--- src/inc/dbg_seq_pkg.sv ---
// Constants and types for the debug sequencer next-state block.
// Assumes an APB host with word addressing: byte address = 4 * register index.
package dbg_seq_pkg;
    localparam int ADDR_W = 8;
    localparam int DATA_W = 32;
    localparam int NUM_CH = 4;
    localparam int INDEX_W = 6;

    // Register indices; the byte address is four times the index
    localparam logic [INDEX_W-1:0] IDX_DEBUG_CONTROL_ONE = 6'h20;
    localparam logic [INDEX_W-1:0] IDX_NEXT_SELECT = 6'h27;
    localparam logic [INDEX_W-1:0] IDX_COMP_CONTROL = 6'h28;
    localparam logic [INDEX_W-1:0] IDX_COMP_ADDR_HIGH = 6'h29;
    localparam logic [INDEX_W-1:0] IDX_COMP_ADDR_MID = 6'h2a;
    localparam logic [INDEX_W-1:0] IDX_COMP_ADDR_LOW = 6'h2b;
    localparam logic [INDEX_W-1:0] IDX_COMP_DATA_HIGH = 6'h2c;
    localparam logic [INDEX_W-1:0] IDX_COMP_DATA_LOW = 6'h2d;
    localparam logic [INDEX_W-1:0] IDX_COMP_DATA_HIGH_MASK = 6'h2e;
    localparam logic [INDEX_W-1:0] IDX_COMP_DATA_LOW_MASK = 6'h2f;

    // bank_select_field values
    localparam logic [1:0] BANK_STATE1 = 2'h0;
    localparam logic [1:0] BANK_STATE2 = 2'h1;
    localparam logic [1:0] BANK_STATE3 = 2'h2;
    localparam logic [1:0] BANK_FLAGS = 2'h3;

    // debug_control_one fields
    localparam int ARM_BIT = 7;
    localparam int STATE_LSB = 4;
    localparam int BANK_LSB = 0;

    // comparator_control field
    localparam int COMP_ENABLE_BIT = 0;

    // Reset values
    localparam logic [7:0] BYTE_RESET = 8'h00;
    localparam logic [3:0] CODE_RESET = 4'h0;
    localparam logic [3:0] FLAGS_RESET = 4'h0;

    typedef enum logic [2:0] {
        SEQ_IDLE,
        SEQ_STATE1,
        SEQ_STATE2,
        SEQ_STATE3,
        SEQ_FINAL
    } seq_state_t;

    typedef enum logic [2:0] {
        TGT_NONE,
        TGT_STATE1,
        TGT_STATE2,
        TGT_STATE3,
        TGT_FINAL
    } target_t;
endpackage

--- src/rtl/debug_sequencer_next_state.sv ---
// Debug sequencer next-state selection for State2 and State3, with match flags
// and the banked comparator register window, reached over APB.
// Assumes match inputs are synchronous one-bit-per-channel strobes and that an
// outside State1 decoder presents its own transition requests.
//
// Behaviour
// one address, four banked views by bank select
// bank 01 shows state2 next-state code
// bank 10 shows state3 next-state code
// code writes need matching bank, disarmed
// state2 codes 0-2: any match moves
// state2 codes 3-5: only channel 3
// state2 codes 6-8: paired channel targets
// state2 codes 9-b: paired channel targets
// state2 codes c, d as listed
// codes e, f never cause transitions
// state3 codes 0-2: any match moves
// state3 codes 3-5: channel 0 based
// state3 codes 6-8: only channel 1
// state3 codes 9-b: paired channel targets
// state3 codes c, d: final on one channel
// lowest matching channel wins ties
// final state beats every other target
// software enables comparators before matching
// four sticky flags survive session end
// flags read-only in bank 11, arming clears
// flags set independently, repeats harmless
// eight-byte comparator window per bank
// address-only comparators: data bytes zero
//
// The APB slave port is this design's own decision.
`timescale 1ns/1ps

module debug_sequencer_next_state
    import dbg_seq_pkg::*;
(
    input wire logic clk,
    input wire logic rst,
    input wire logic psel,
    input wire logic penable,
    input wire logic pwrite,
    input wire logic [dbg_seq_pkg::ADDR_W-1:0] paddr,
    input wire logic [dbg_seq_pkg::DATA_W-1:0] pwdata,
    output logic [dbg_seq_pkg::DATA_W-1:0] prdata,
    output logic pready,
    output logic pslverr,
    input wire logic [dbg_seq_pkg::NUM_CH-1:0] match,
    input wire logic state1_go_valid,
    input wire dbg_seq_pkg::target_t state1_go_target,
    output dbg_seq_pkg::seq_state_t seq_state,
    output logic armed,
    output logic final_hit,
    output logic [3:0] state1_code,
    output logic [dbg_seq_pkg::NUM_CH-1:0] comp_enable,
    output logic [dbg_seq_pkg::NUM_CH-1:0][7:0] comp_control,
    output logic [dbg_seq_pkg::NUM_CH-1:0][23:0] comp_address,
    output logic [1:0][15:0] comp_data,
    output logic [1:0][15:0] comp_data_mask
);
    import dbg_seq_pkg::*;

    seq_state_t state_reg;
    seq_state_t state_next;
    logic armed_reg;
    logic [1:0] bank_reg;
    logic [3:0] code1_reg;
    logic [3:0] code2_reg;
    logic [3:0] code3_reg;
    logic [NUM_CH-1:0] flags_reg;
    logic [NUM_CH-1:0][7:0] ctl_reg;
    logic [NUM_CH-1:0][23:0] addr_reg;
    logic [1:0][15:0] data_reg;
    logic [1:0][15:0] mask_reg;
    logic [DATA_W-1:0] prdata_reg;
    logic pready_reg;
    logic pslverr_reg;
    logic final_hit_reg;

    logic [INDEX_W-1:0] index;
    logic mapped;
    logic wr_done;
    logic [7:0] wbyte;
    logic [7:0] rbyte;
    logic arm_write;
    logic disarm_write;
    logic [NUM_CH-1:0] live_match;
    logic [NUM_CH-1:0] comp_en;
    logic full_comp;
    logic comp_half;
    logic move_valid;
    target_t move_target;

    // Target of one channel for a code, in State2 or State3
    function automatic target_t chan_target(input logic in_s3, input logic [3:0] code,
                                            input int ch);
        target_t t;
        t = TGT_NONE;
        if (!in_s3)
        begin
            unique case (code)
                4'h0: t = TGT_STATE1;
                4'h1: t = TGT_STATE3;
                4'h2: t = TGT_FINAL;
                4'h3: t = (ch == 3) ? TGT_STATE1 : TGT_NONE;
                4'h4: t = (ch == 3) ? TGT_STATE3 : TGT_NONE;
                4'h5: t = (ch == 3) ? TGT_FINAL : TGT_NONE;
                4'h6: t = (ch == 0) ? TGT_STATE1 : (ch == 1) ? TGT_STATE3 : TGT_NONE;
                4'h7: t = (ch == 1) ? TGT_STATE3 : (ch == 0) ? TGT_FINAL : TGT_NONE;
                4'h8: t = (ch == 0) ? TGT_STATE1 : (ch == 2) ? TGT_STATE3 : TGT_NONE;
                4'h9: t = (ch == 2) ? TGT_STATE3 : (ch == 0) ? TGT_FINAL : TGT_NONE;
                4'ha: t = (ch == 1) ? TGT_STATE1 : (ch == 3) ? TGT_STATE3 : TGT_NONE;
                4'hb: t = (ch == 3) ? TGT_STATE3 : (ch == 1) ? TGT_FINAL : TGT_NONE;
                4'hc: t = (ch == 2) ? TGT_STATE1 : (ch == 3) ? TGT_FINAL : TGT_NONE;
                4'hd: t = (ch == 2) ? TGT_NONE : TGT_FINAL;
                default: t = TGT_NONE;
            endcase
        end
        else
        begin
            unique case (code)
                4'h0: t = TGT_STATE1;
                4'h1: t = TGT_STATE2;
                4'h2: t = TGT_FINAL;
                4'h3: t = (ch == 0) ? TGT_STATE1 : TGT_NONE;
                4'h4: t = (ch == 0) ? TGT_STATE2 : TGT_NONE;
                4'h5: t = (ch == 0) ? TGT_FINAL : (ch == 1) ? TGT_STATE1 : TGT_NONE;
                4'h6: t = (ch == 1) ? TGT_STATE1 : TGT_NONE;
                4'h7: t = (ch == 1) ? TGT_STATE2 : TGT_NONE;
                4'h8: t = (ch == 1) ? TGT_FINAL : TGT_NONE;
                4'h9: t = (ch == 2) ? TGT_STATE2 : (ch == 0) ? TGT_FINAL : TGT_NONE;
                4'ha: t = (ch == 1) ? TGT_STATE1 : (ch == 3) ? TGT_STATE2 : TGT_NONE;
                4'hb: t = (ch == 3) ? TGT_STATE2 : (ch == 1) ? TGT_FINAL : TGT_NONE;
                4'hc: t = (ch == 2) ? TGT_FINAL : TGT_NONE;
                4'hd: t = (ch == 3) ? TGT_FINAL : TGT_NONE;
                default: t = TGT_NONE;
            endcase
        end
        return t;
    endfunction

    // Comparators of the first and third bank carry data and mask bytes
    function automatic logic has_data(input logic [1:0] bank);
        return !bank[0];
    endfunction

    assign index = paddr[ADDR_W-1:2];
    assign mapped = (paddr[1:0] == 2'h0)
        && ((index == IDX_DEBUG_CONTROL_ONE)
        || (index >= IDX_NEXT_SELECT && index <= IDX_COMP_DATA_LOW_MASK));
    assign wr_done = psel && penable && pready_reg && pwrite && mapped;
    assign wbyte = pwdata[7:0];
    assign arm_write = wr_done && (index == IDX_DEBUG_CONTROL_ONE) && wbyte[ARM_BIT];
    assign disarm_write = wr_done && (index == IDX_DEBUG_CONTROL_ONE) && !wbyte[ARM_BIT];
    assign full_comp = has_data(bank_reg);
    assign comp_half = bank_reg[1];

    // A match counts only on an enabled comparator
    always_comb
    begin
        for (int ch = 0; ch < NUM_CH; ch++)
        begin
            comp_en[ch] = ctl_reg[ch][COMP_ENABLE_BIT];
        end
        live_match = match & comp_en;
    end

    // Final beats all; otherwise the lowest matching channel decides
    always_comb
    begin
        logic in_s3;
        logic [3:0] code;
        target_t t;
        in_s3 = (state_reg == SEQ_STATE3);
        code = in_s3 ? code3_reg : code2_reg;
        move_valid = 1'b0;
        move_target = TGT_NONE;
        t = TGT_NONE;
        if (state_reg == SEQ_STATE2 || state_reg == SEQ_STATE3)
        begin
            for (int ch = NUM_CH - 1; ch >= 0; ch--)
            begin
                t = chan_target(in_s3, code, ch);
                if (live_match[ch] && t != TGT_NONE)
                begin
                    move_valid = 1'b1;
                    move_target = t;
                end
            end
            for (int ch = 0; ch < NUM_CH; ch++)
            begin
                if (live_match[ch] && chan_target(in_s3, code, ch) == TGT_FINAL)
                begin
                    move_target = TGT_FINAL;
                end
            end
        end
        else if (state_reg == SEQ_STATE1 && state1_go_valid
                 && state1_go_target != TGT_STATE1)
        begin
            move_valid = state1_go_target != TGT_NONE;
            move_target = state1_go_target;
        end
    end

    always_comb
    begin
        state_next = state_reg;
        if (arm_write)
        begin
            state_next = SEQ_STATE1;
        end
        else if (disarm_write)
        begin
            state_next = SEQ_IDLE;
        end
        else if (move_valid)
        begin
            unique case (move_target)
                TGT_STATE1: state_next = SEQ_STATE1;
                TGT_STATE2: state_next = SEQ_STATE2;
                TGT_STATE3: state_next = SEQ_STATE3;
                TGT_FINAL: state_next = SEQ_FINAL;
                default: state_next = state_reg;
            endcase
        end
    end

    always_ff @(posedge clk or posedge rst)
    begin
        if (rst)
        begin
            state_reg <= SEQ_IDLE;
            armed_reg <= 1'b0;
            final_hit_reg <= 1'b0;
        end
        else
        begin
            state_reg <= state_next;
            final_hit_reg <= (state_next == SEQ_FINAL) && (state_reg != SEQ_FINAL);
            if (arm_write)
            begin
                armed_reg <= 1'b1;
            end
            else if (disarm_write || state_next == SEQ_FINAL)
            begin
                armed_reg <= 1'b0;
            end
        end
    end

    // Flags: arming clears; a match in the same cycle sets only when already armed
    always_ff @(posedge clk or posedge rst)
    begin
        if (rst)
        begin
            flags_reg <= FLAGS_RESET;
        end
        else if (arm_write)
        begin
            flags_reg <= armed_reg ? live_match : FLAGS_RESET;
        end
        else if (armed_reg)
        begin
            flags_reg <= flags_reg | live_match;
        end
    end

    always_ff @(posedge clk or posedge rst)
    begin
        if (rst)
        begin
            bank_reg <= 2'h0;
            code1_reg <= CODE_RESET;
            code2_reg <= CODE_RESET;
            code3_reg <= CODE_RESET;
        end
        else if (wr_done)
        begin
            if (index == IDX_DEBUG_CONTROL_ONE)
            begin
                bank_reg <= wbyte[BANK_LSB +: 2];
            end
            if (index == IDX_NEXT_SELECT && !armed_reg)
            begin
                unique case (bank_reg)
                    BANK_STATE1: code1_reg <= wbyte[3:0];
                    BANK_STATE2: code2_reg <= wbyte[3:0];
                    BANK_STATE3: code3_reg <= wbyte[3:0];
                    BANK_FLAGS: code1_reg <= code1_reg;
                endcase
            end
        end
    end

    // Comparator window writes go to the bank-selected comparator
    always_ff @(posedge clk or posedge rst)
    begin
        if (rst)
        begin
            ctl_reg <= '0;
            addr_reg <= '0;
            data_reg <= '0;
            mask_reg <= '0;
        end
        else if (wr_done && !armed_reg)
        begin
            unique case (index)
                IDX_COMP_CONTROL: ctl_reg[bank_reg] <= wbyte;
                IDX_COMP_ADDR_HIGH: addr_reg[bank_reg][23:16] <= wbyte;
                IDX_COMP_ADDR_MID: addr_reg[bank_reg][15:8] <= wbyte;
                IDX_COMP_ADDR_LOW: addr_reg[bank_reg][7:0] <= wbyte;
                IDX_COMP_DATA_HIGH:
                    if (full_comp) data_reg[comp_half][15:8] <= wbyte;
                IDX_COMP_DATA_LOW:
                    if (full_comp) data_reg[comp_half][7:0] <= wbyte;
                IDX_COMP_DATA_HIGH_MASK:
                    if (full_comp) mask_reg[comp_half][15:8] <= wbyte;
                IDX_COMP_DATA_LOW_MASK:
                    if (full_comp) mask_reg[comp_half][7:0] <= wbyte;
                default: ctl_reg <= ctl_reg;
            endcase
        end
    end

    always_comb
    begin
        rbyte = BYTE_RESET;
        unique case (index)
            IDX_DEBUG_CONTROL_ONE:
                rbyte = {armed_reg, state_reg, 2'h0, bank_reg};
            IDX_NEXT_SELECT:
                unique case (bank_reg)
                    BANK_STATE1: rbyte = {4'h0, code1_reg};
                    BANK_STATE2: rbyte = {4'h0, code2_reg};
                    BANK_STATE3: rbyte = {4'h0, code3_reg};
                    BANK_FLAGS: rbyte = {4'h0, flags_reg};
                endcase
            IDX_COMP_CONTROL: rbyte = ctl_reg[bank_reg];
            IDX_COMP_ADDR_HIGH: rbyte = addr_reg[bank_reg][23:16];
            IDX_COMP_ADDR_MID: rbyte = addr_reg[bank_reg][15:8];
            IDX_COMP_ADDR_LOW: rbyte = addr_reg[bank_reg][7:0];
            IDX_COMP_DATA_HIGH: rbyte = full_comp ? data_reg[comp_half][15:8] : 8'h00;
            IDX_COMP_DATA_LOW: rbyte = full_comp ? data_reg[comp_half][7:0] : 8'h00;
            IDX_COMP_DATA_HIGH_MASK: rbyte = full_comp ? mask_reg[comp_half][15:8] : 8'h00;
            IDX_COMP_DATA_LOW_MASK: rbyte = full_comp ? mask_reg[comp_half][7:0] : 8'h00;
            default: rbyte = BYTE_RESET;
        endcase
    end

    // One wait state: pready rises in the second access cycle
    always_ff @(posedge clk or posedge rst)
    begin
        if (rst)
        begin
            pready_reg <= 1'b0;
            pslverr_reg <= 1'b0;
            prdata_reg <= '0;
        end
        else if (psel && penable && !pready_reg)
        begin
            pready_reg <= 1'b1;
            pslverr_reg <= !mapped;
            prdata_reg <= (mapped && !pwrite) ? {24'h000000, rbyte} : '0;
        end
        else
        begin
            pready_reg <= 1'b0;
            pslverr_reg <= 1'b0;
        end
    end

    assign prdata = prdata_reg;
    assign pready = pready_reg;
    assign pslverr = pslverr_reg;
    assign seq_state = state_reg;
    assign armed = armed_reg;
    assign final_hit = final_hit_reg;
    assign state1_code = code1_reg;
    assign comp_enable = comp_en;
    assign comp_control = ctl_reg;
    assign comp_address = addr_reg;
    assign comp_data = data_reg;
    assign comp_data_mask = mask_reg;
endmodule

--- config.mk ---
export PLATFORM = sky130hd
export DESIGN_NAME = debug_sequencer_next_state
export DESIGN_NICKNAME = d
export VERILOG_FILES = /design/src/inc/dbg_seq_pkg.sv /design/src/rtl/debug_sequencer_next_state.sv
export SDC_FILE = /design/constraint.sdc
export NUM_CORES = 1
export LEC_CHECK = 0
export BUFFER_PORTS_ARGS = -buffer_cell sky130_fd_sc_hd__buf_2
export CAP_MARGIN = 0
export CORE_MARGIN = 2
export CORE_UTILIZATION = 25
export DETAILED_ROUTE_END_ITERATION = 16
export PLACE_DENSITY_LB_ADDON = 0.3
export SLEW_MARGIN = 20
export SYNTH_ARGS = -nofsm -noshare
export SYNTH_HDL_FRONTEND = slang
export SYNTH_SLANG_ARGS = --single-unit
--- constraint.sdc ---
create_clock -name clk -period 9.4 [get_ports clk]
set_input_delay 0.94 -clock clk [delete_from_list [all_inputs] [get_ports clk]]
set_output_delay 0.94 -clock clk [all_outputs]
set_load 0.01 [all_outputs]
==> results.py, run 1 <==
metrics = {
    "cts": {
        "clock-root-buffer": "clkbuf_16",
        "cts_tree": "done",
        "ctsHtreeMaxLevel": 1,
        "clkTransAtPathRegs_ns": 0.06,
        "cts_hold_buf": 0,
        "cts-buffers-inserted": 27,
        "clock_path_buffers": 3,
        "cts_resized": 0,
        "insertion_delay_ns": 0.56,
        "cts_setup_buffers": 0,
        "cts.sinks": 225,
    },
    "yosys": {
        "netlist.area_leader.share": 0.495,
        "ys_seq_area_frac": 0.495,
        "synth_area_leaders": "dfrtp_1 50%, mux2_2 19%, mux4_2 7.1%, mux2i_1 3.4%, nand2_1 2.3%",
        "synthAdderAreaFrac": 0.00880,
        "postSynthAreaPerCell_um2": 12.8,
        "synthMuxAreaShare": 0.311,
        "syn_area_mm2": 0.0114,
        "synth-seq-cells": 225,
        "synthXorXnorAreaFrac": 0,
        "syn_inst": 886,
        "netlist.top_cell.by_area": "dfrtp_1",
        "synth_simple_gate_area_frac": 0.0770,
        "synth_edf_count": 0,
        "ys_async_sr_fraction": 1.00,
        "ys_types": 67,
        "synth_top_family_by_area": "multiplexers",
        "ys_warn_count": 0,
        "ys.flop_type": "dfrtp_1",
        "synth_compound_area_frac": 0.0664,
    },
    "grt": {
        "antenna_found_initial": 3,
        "grt_max_degree": 106,
        "grt_use_total": 0.173,
        "grt_pass1_vias": 8343,
        "grt_pass1_wl_um": 60100,
        "gr-total-overflow": 0,
    },
    "finish": {
        "final_cell_mix": "243 x buf_2, 223 x dfrtp_1, 195 x mux2_2, 71 x nand2_1, 39 x mux2i_1",
        "fin_area_mm2": 0.0140,
        "drive_above_1_share": 0.483,
        "area_growth_syn_to_layout_pct": 23.1,
        "largest_reg_flops": 96,
        "final_common_cell": "buf_2",
        "nets": 1174,
        "fillers": 4647,
    },
    "sta": {
        "fin_tns_setup_ns": 0,
        "worst_slew_pin_slew_ns": 1.03,
        "rsz0062_at_grt": "no",
        "slew-limit-headroom": 0.312,
        "period_needed_ns": 4.59,
        "maxSlewViolCount": 0,
        "hold_viol_final": 0,
        "skew_ns": 0.0249,
        "setup_violations": 0,
        "hold_slack_ns": 0.479,
        "min_period_over_period": 0.488,
        "fmax_mhz": 218,
    },
    "place": {
        "gp_congestion": 0.840,
        "dp_hpwl_um": 30300,
        "placed_cell_area_mm2": 0.0131,
        "port_buffers": 243,
    },
    "pwr": {
        "max-vdd-ir-drop_uv": 153,
        "total_leakage_power_uw": 0.00709,
        "power_density_mw_per_mm2": 152,
        "p_total_uw": 2120,
    },
    "routing": {
        "totalWireLength_um": 41500,
        "highest_layer": "met5",
        "antenna_left": 0,
        "dr.pass1.iters": 5,
        "wl_met3_um": 3240,
        "drtIter0Drc": 425,
        "wl_met1_um": 18300,
        "route.met2.wl_um": 18800,
        "dr_total_vias": 8424,
        "drt-vias-per-instance": 4.85,
        "post_drt_wl_per_cell_um": 23.9,
        "drc": 0,
    },
    "floorplanning": {
        "ios": 292,
        "rows": 78,
        "die_h_um": 217,
        "coreArea_mm2": 0.0452,
        "dieArea_mm2": 0.0472,
        "start_util": 0.252,
        "dieWidth_um": 217,
    },
    "setup_path": {
        "end_kind": "register",
        "crit_fanout": 19,
        "startpoint_type": "register",
        "r2r_slack_ns": 4.81,
        "crit_type": "register to register",
        "worst-endpoint-required_ns": 9.85,
        "arrival_ns": 5.04,
    },
    "status": {
        "run_status": "finished clean",
    },
    "worst_hold_path": {
        "hold_path.class": "primary input to async pin",
    },
    "run": {
        "maxCapViolations": 0,
    },
}
-- routing by layer --
layer | global-route usage | up-vias
li1 | - | 3681
met1 | 0.232 | 4390
met2 | 0.269 | 288
met3 | 0.0531 | 61
met4 | 0.0495 | 4
met5 | 0.00521 | -
-- report_power, final --
group          internal, µW  leakage [µW]  switching, µW
clock network           650      0.000447            432
logic                  11.7       0.00351           55.9
registers               971       0.00313           4.60
-- kinds of logic after synthesis --
group / after synthesis
buf+inv: 91
fa+ha+maj: 8
flops: 225
simple gates: 171
other cells: 1
mux: 282
compound gates: 108
-- final timing paths --
check / to / cells after the start / from
min in group clk: prdata[4]$_DFFE_PP0P_ / 2 / prdata[4]$_DFFE_PP0P_
max: armed$_DFFE_PP0P_ / 13 / seq_state[1]$_DFF_PP0_
max reg2reg: armed$_DFFE_PP0P_ / 13 / seq_state[1]$_DFF_PP0_
min reg2reg: prdata[4]$_DFFE_PP0P_ / 2 / prdata[4]$_DFFE_PP0P_
min: comp_address[64]$_DFFE_PP0P_ / 2 / rst
max in group asynchronous: comp_address[26]$_DFFE_PP0P_ / 3 / rst
-- through the flow --
stage               setup slack [ns]  instances   util
floorplan                       2.30        909      -
global placement                4.90       1684  0.290
detailed placement              4.85       1684  0.290
CTS                             4.85       1734  0.310
global route                    4.41       1734  0.310
finish                          4.81       1736  0.310
-- layout make-up --
type / count / area (µm²) / share of cell area
Inverter: 14 / 60.1 / 0.00429
Tap cell: 600 / 751 / 0.0536
Multi-Input combinational cell: 593 / 5360 / 0.383
Sequential cell: 225 / 5640 / 0.402
Timing Repair Buffer: 252 / 1280 / 0.0917
Antenna cell: 2 / 5.00 / 0.000357
Clock buffer: 39 / 771 / 0.0550
Clock inverter: 11 / 136 / 0.00974
-- worst max-delay path: stages (launching register included) --
cell and delay (ns):
dfrtp_1 0.60, nand3b_1 0.66, mux2i_1 0.49, inv_1 0.14, ha_1 0.28, mux2_1 0.33, a221o_1 0.35, o31ai_1 0.15
o21ai_1 0.27, nor3b_1 0.34, o21bai_1 0.17, mux2i_1 0.37, nor4_1 0.08, or2_1 0.24
-- cell usage after synthesis (3+ instances only) --
master	n
a211oi_1	6
a211oi_2	3
a21oi_1	14
a22o_1	3
a22oi_1	14
a31oi_1	4
and2_1	4
and3_1	3
buf_1	12
buf_2	8
buf_4	29
clkbuf_1	26
dfrtp_1	225
ha_1	8
inv_1	14
mux2_1	12
mux2_2	195
mux2i_1	39
mux4_2	36
nand2_1	71
nand2b_1	4
nand3_1	5
nand3b_1	3
nor2_1	26
nor2b_1	6
nor3_1	16
nor3b_1	5
nor4_1	5
o211ai_1	6
o21ai_0	24
o22ai_1	10
or2_2	3
or3_1	3
Note: power is estimated with default switching activity, not from simulation.
==> run 2, diff against run 1 <==
- ABC_AREA: unset -> 1
- clock period: 9.4 -> 4.6 ns (I/O delays scaled with it)
==> run 2 against run 1 <==
  * Die area is 0.95% lower
  * Combinational power grew to 3.5 times the previous value
  * Sequential power is 110% higher
  * Global-route usage is 1.4 points higher
  * Fmax is 24% higher
  * Worst setup slack worse by 3.9 ns
  * Register-to-register slack worse by 3.9 ns
  * Wire length is 9.0% higher
  * Total power is 110% higher
  * Synthesized area is 0.97% lower
  * Critical endpoint unchanged
==> results.py, run 2 <==
metrics = {
    "routing": {
        "dr.pass1.iters": 7,
        "drc": 0,
        "post_drt_wl_per_cell_um": 20.8,
        "dr_total_vias": 10800,
        "totalWireLength_um": 45300,
        "drt-vias-per-instance": 4.96,
        "antenna_left": 0,
        "drtIter0Drc": 1088,
    },
    "floorplanning": {
        "die_h_um": 216,
        "dieArea_mm2": 0.0468,
        "coreArea_mm2": 0.0443,
        "rows": 77,
        "start_util": 0.254,
        "dieWidth_um": 216,
        "ios": 292,
    },
    "pwr": {
        "max-vdd-ir-drop_uv": 231,
        "total_leakage_power_uw": 0.00679,
        "power_density_mw_per_mm2": 325,
    },
    "yosys": {
        "netlist.area_leader.share": 0.500,
        "ys_async_sr_fraction": 1.00,
        "ys_types": 46,
        "postSynthAreaPerCell_um2": 8.31,
        "synthXorXnorAreaFrac": 0,
        "syn_inst": 1356,
        "synthMuxAreaShare": 0.00200,
        "synth_simple_gate_area_frac": 0.196,
        "synth-seq-cells": 225,
        "synth_top_family_by_area": "compound AO/OA/AOI/OAI gates",
        "synthAdderAreaFrac": 0.00889,
        "synth_compound_area_frac": 0.216,
        "synth_area_leaders": "dfrtp_1 50%, nand2_1 12%, o21ai_0 8.0%, a22oi_1 3.2%, inv_1 2.9%",
        "netlist.top_cell.by_area": "dfrtp_1",
        "syn_area_mm2": 0.0113,
        "synth_most_common_cell": "nand2_1",
        "ys_warn_count": 0,
        "ys.flop_type": "dfrtp_1",
        "ys_seq_area_frac": 0.500,
        "synth_edf_count": 0,
        "synthTopCellsByCount": "346 x nand2_1, 225 x dfrtp_1, 180 x o21ai_0",
    },
    "setup_path": {
        "startpoint_type": "register",
        "arrival_ns": 4.14,
        "cp_cell_sequence": "nand2_1 > nor2_4 > nand2_1 > nand2_1 > inv_1 > ha_1 > nand2_1 > o21ai_0 > nand2_1 > nand3_1 > inv_1 > nand2_1 > nand3_1 > nand2_1 > a21oi_1 > inv_1 > nor2_1 > nand3_1 > nor2_1 > nand3_1 > nand2_1 > nand2_1",
        "max_stage_delay_ns": 0.55,
        "crit_type": "register to register",
        "crit_fanout": 18,
        "crit_buf_inv": 3,
        "end_kind": "register",
        "path_delay_family": "simple AND/OR/NAND/NOR gates",
        "worst-endpoint-required_ns": 5.03,
        "path_common_cell": "nand2_1",
        "crit_slowest_cell": "dfrtp_1",
    },
    "finish": {
        "largest_reg_flops": 96,
        "final_common_cell": "nand2_1",
        "area_growth_syn_to_layout_pct": 23.0,
        "fin_area_mm2": 0.0139,
        "nets": 1623,
        "final_util": 0.313,
        "fillers": 4788,
        "final_cell_mix": "346 x nand2_1, 243 x buf_2, 225 x dfrtp_1, 180 x o21ai_0, 85 x inv_1",
        "drive_above_1_share": 0.215,
    },
    "cts": {
        "clkTransAtPathRegs_ns": 0.06,
        "ctsHtreeMaxLevel": 1,
        "cts-buffers-inserted": 27,
        "clock-root-buffer": "clkbuf_16",
        "clock_path_buffers": 3,
        "insertion_delay_ns": 0.55,
        "cts_tree": "done",
        "cts_hold_buf": 0,
        "cts_setup_buffers": 0,
        "cts.sinks": 225,
        "cts_resized": 0,
    },
    "sta": {
        "period_needed_ns": 3.71,
        "fmax_mhz": 270,
        "hold_viol_final": 0,
        "rsz0062_at_grt": "no",
        "skew_ns": 0.0109,
        "worst_slew_pin_slew_ns": 1.11,
        "fin_tns_setup_ns": 0,
        "setup_violations": 0,
        "min_period_over_period": 0.807,
        "maxSlewViolCount": 0,
        "slew-limit-headroom": 0.257,
    },
    "status": {
        "run_status": "finished clean",
    },
    "grt": {
        "grt_pass1_wl_um": 66300,
        "grt_use_total": 0.187,
        "gr-total-overflow": 0,
        "grt_max_degree": 121,
        "grt_pass1_vias": 10100,
        "antenna_found_initial": 1,
    },
    "place": {
        "dp_hpwl_um": 32300,
        "placed_cell_area_mm2": 0.0129,
        "port_buffers": 243,
        "gp_congestion": 0.870,
    },
    "worst_hold_path": {
        "hold_path.class": "primary input to async pin",
    },
    "run": {
        "maxCapViolations": 0,
    },
}
-- run 2: cell types whose count changed in the layout (fill, tap and decap cells not counted), moves of 27 or more --
cell	delta
a22oi_1	+34
o22ai_1	+31
nand2_1	+275
o21ai_1	+30
nor2_1	+49
mux2_2	-193
o21ai_0	+156
a21oi_1	+27
mux4_2	-36
mux2i_1	-39
nand3_1	+33
inv_1	+72
-- run 2: area by class of cell --
cell class | instances | area, µm² | share of cell area
antenna | 2 | 5.00 | 0.000361
clock buffer | 35 | 736 | 0.0531
clock inverter | 14 | 176 | 0.0127
inverter | 95 | 360 | 0.0260
multi-input combinational | 957 | 4870 | 0.351
sequential | 225 | 5630 | 0.406
tap | 592 | 741 | 0.0535
timing repair buffer | 256 | 1340 | 0.0966
-- run 2: stage by stage --
| step | instances | hold WS (ns) | worst slack, ns | power (µW) |
|---|---|---|---|---|
| after global routing | 2174 | 0.150 | 0.450 | 4650 |
| after CTS | 2174 | 0.138 | 0.922 | 4540 |
| final | 2176 | 0.0578 | 0.890 | 4500 |
| after floorplan | 1379 | 0.453 | 1.20 | 2200 |
| after global placement | 2125 | 0.459 | 0.950 | 2290 |
| after detailed placement | 2125 | 0.461 | 0.937 | 2290 |
-- run 2: worst paths after layout --
kind	startpoint	end	slack, ns	depth (start not counted)
setup / recovery	seq_state[0]$_DFF_PP0_	armed$_DFFE_PP0P_	0.89	22
hold / removal	rst	comp_data[10]$_DFFE_PP0P_	0.06	3
setup reg to reg	seq_state[0]$_DFF_PP0_	armed$_DFFE_PP0P_	0.89	22
hold reg to reg	pready$_DFF_PP0_	pready$_DFF_PP0_	0.47	1
max in group asynchronous	rst	comp_control[25]$_DFFE_PP0P_	3.90	3
min in group clk	paddr[0]	pslverr$_DFF_PP0_	0.23	3
-- run 2: kinds of logic (layout without fill, tap and decap cells) --
logic type | after synthesis | after routing
AND/OR/NAND/NOR | 516 | 516
flip-flops | 225 | 225
AO/OA/AOI/OAI | 407 | 407
other | 1 | 26
multiplexers | 2 | 2
buffers and inverters | 197 | 400
adder cells (fa/ha/maj) | 8 | 8
-- run 2: where the power goes --
part	internal (µW)	leakage (µW)	switching (µW)
combinational	54.3	0.00331	182
clock	1350	0.000453	898
sequential	1990	0.00303	22.3
total	3400	0.00679	1100
-- run 2: worst min-delay path, stage by stage --
cell	delay, ns
buf_2	0.11
clkinvlp_4	0.10
buf_12	0.37
-- run 2: metal layers --
| metal | part of all wire | global-route usage |
|---|---|---|
| met1 | 0.44 | 0.259 |
| met2 | 0.45 | 0.295 |
| met3 | 0.076 | 0.0394 |
| met4 | 0.028 | 0.0516 |
| met5 | 0 | 0 |
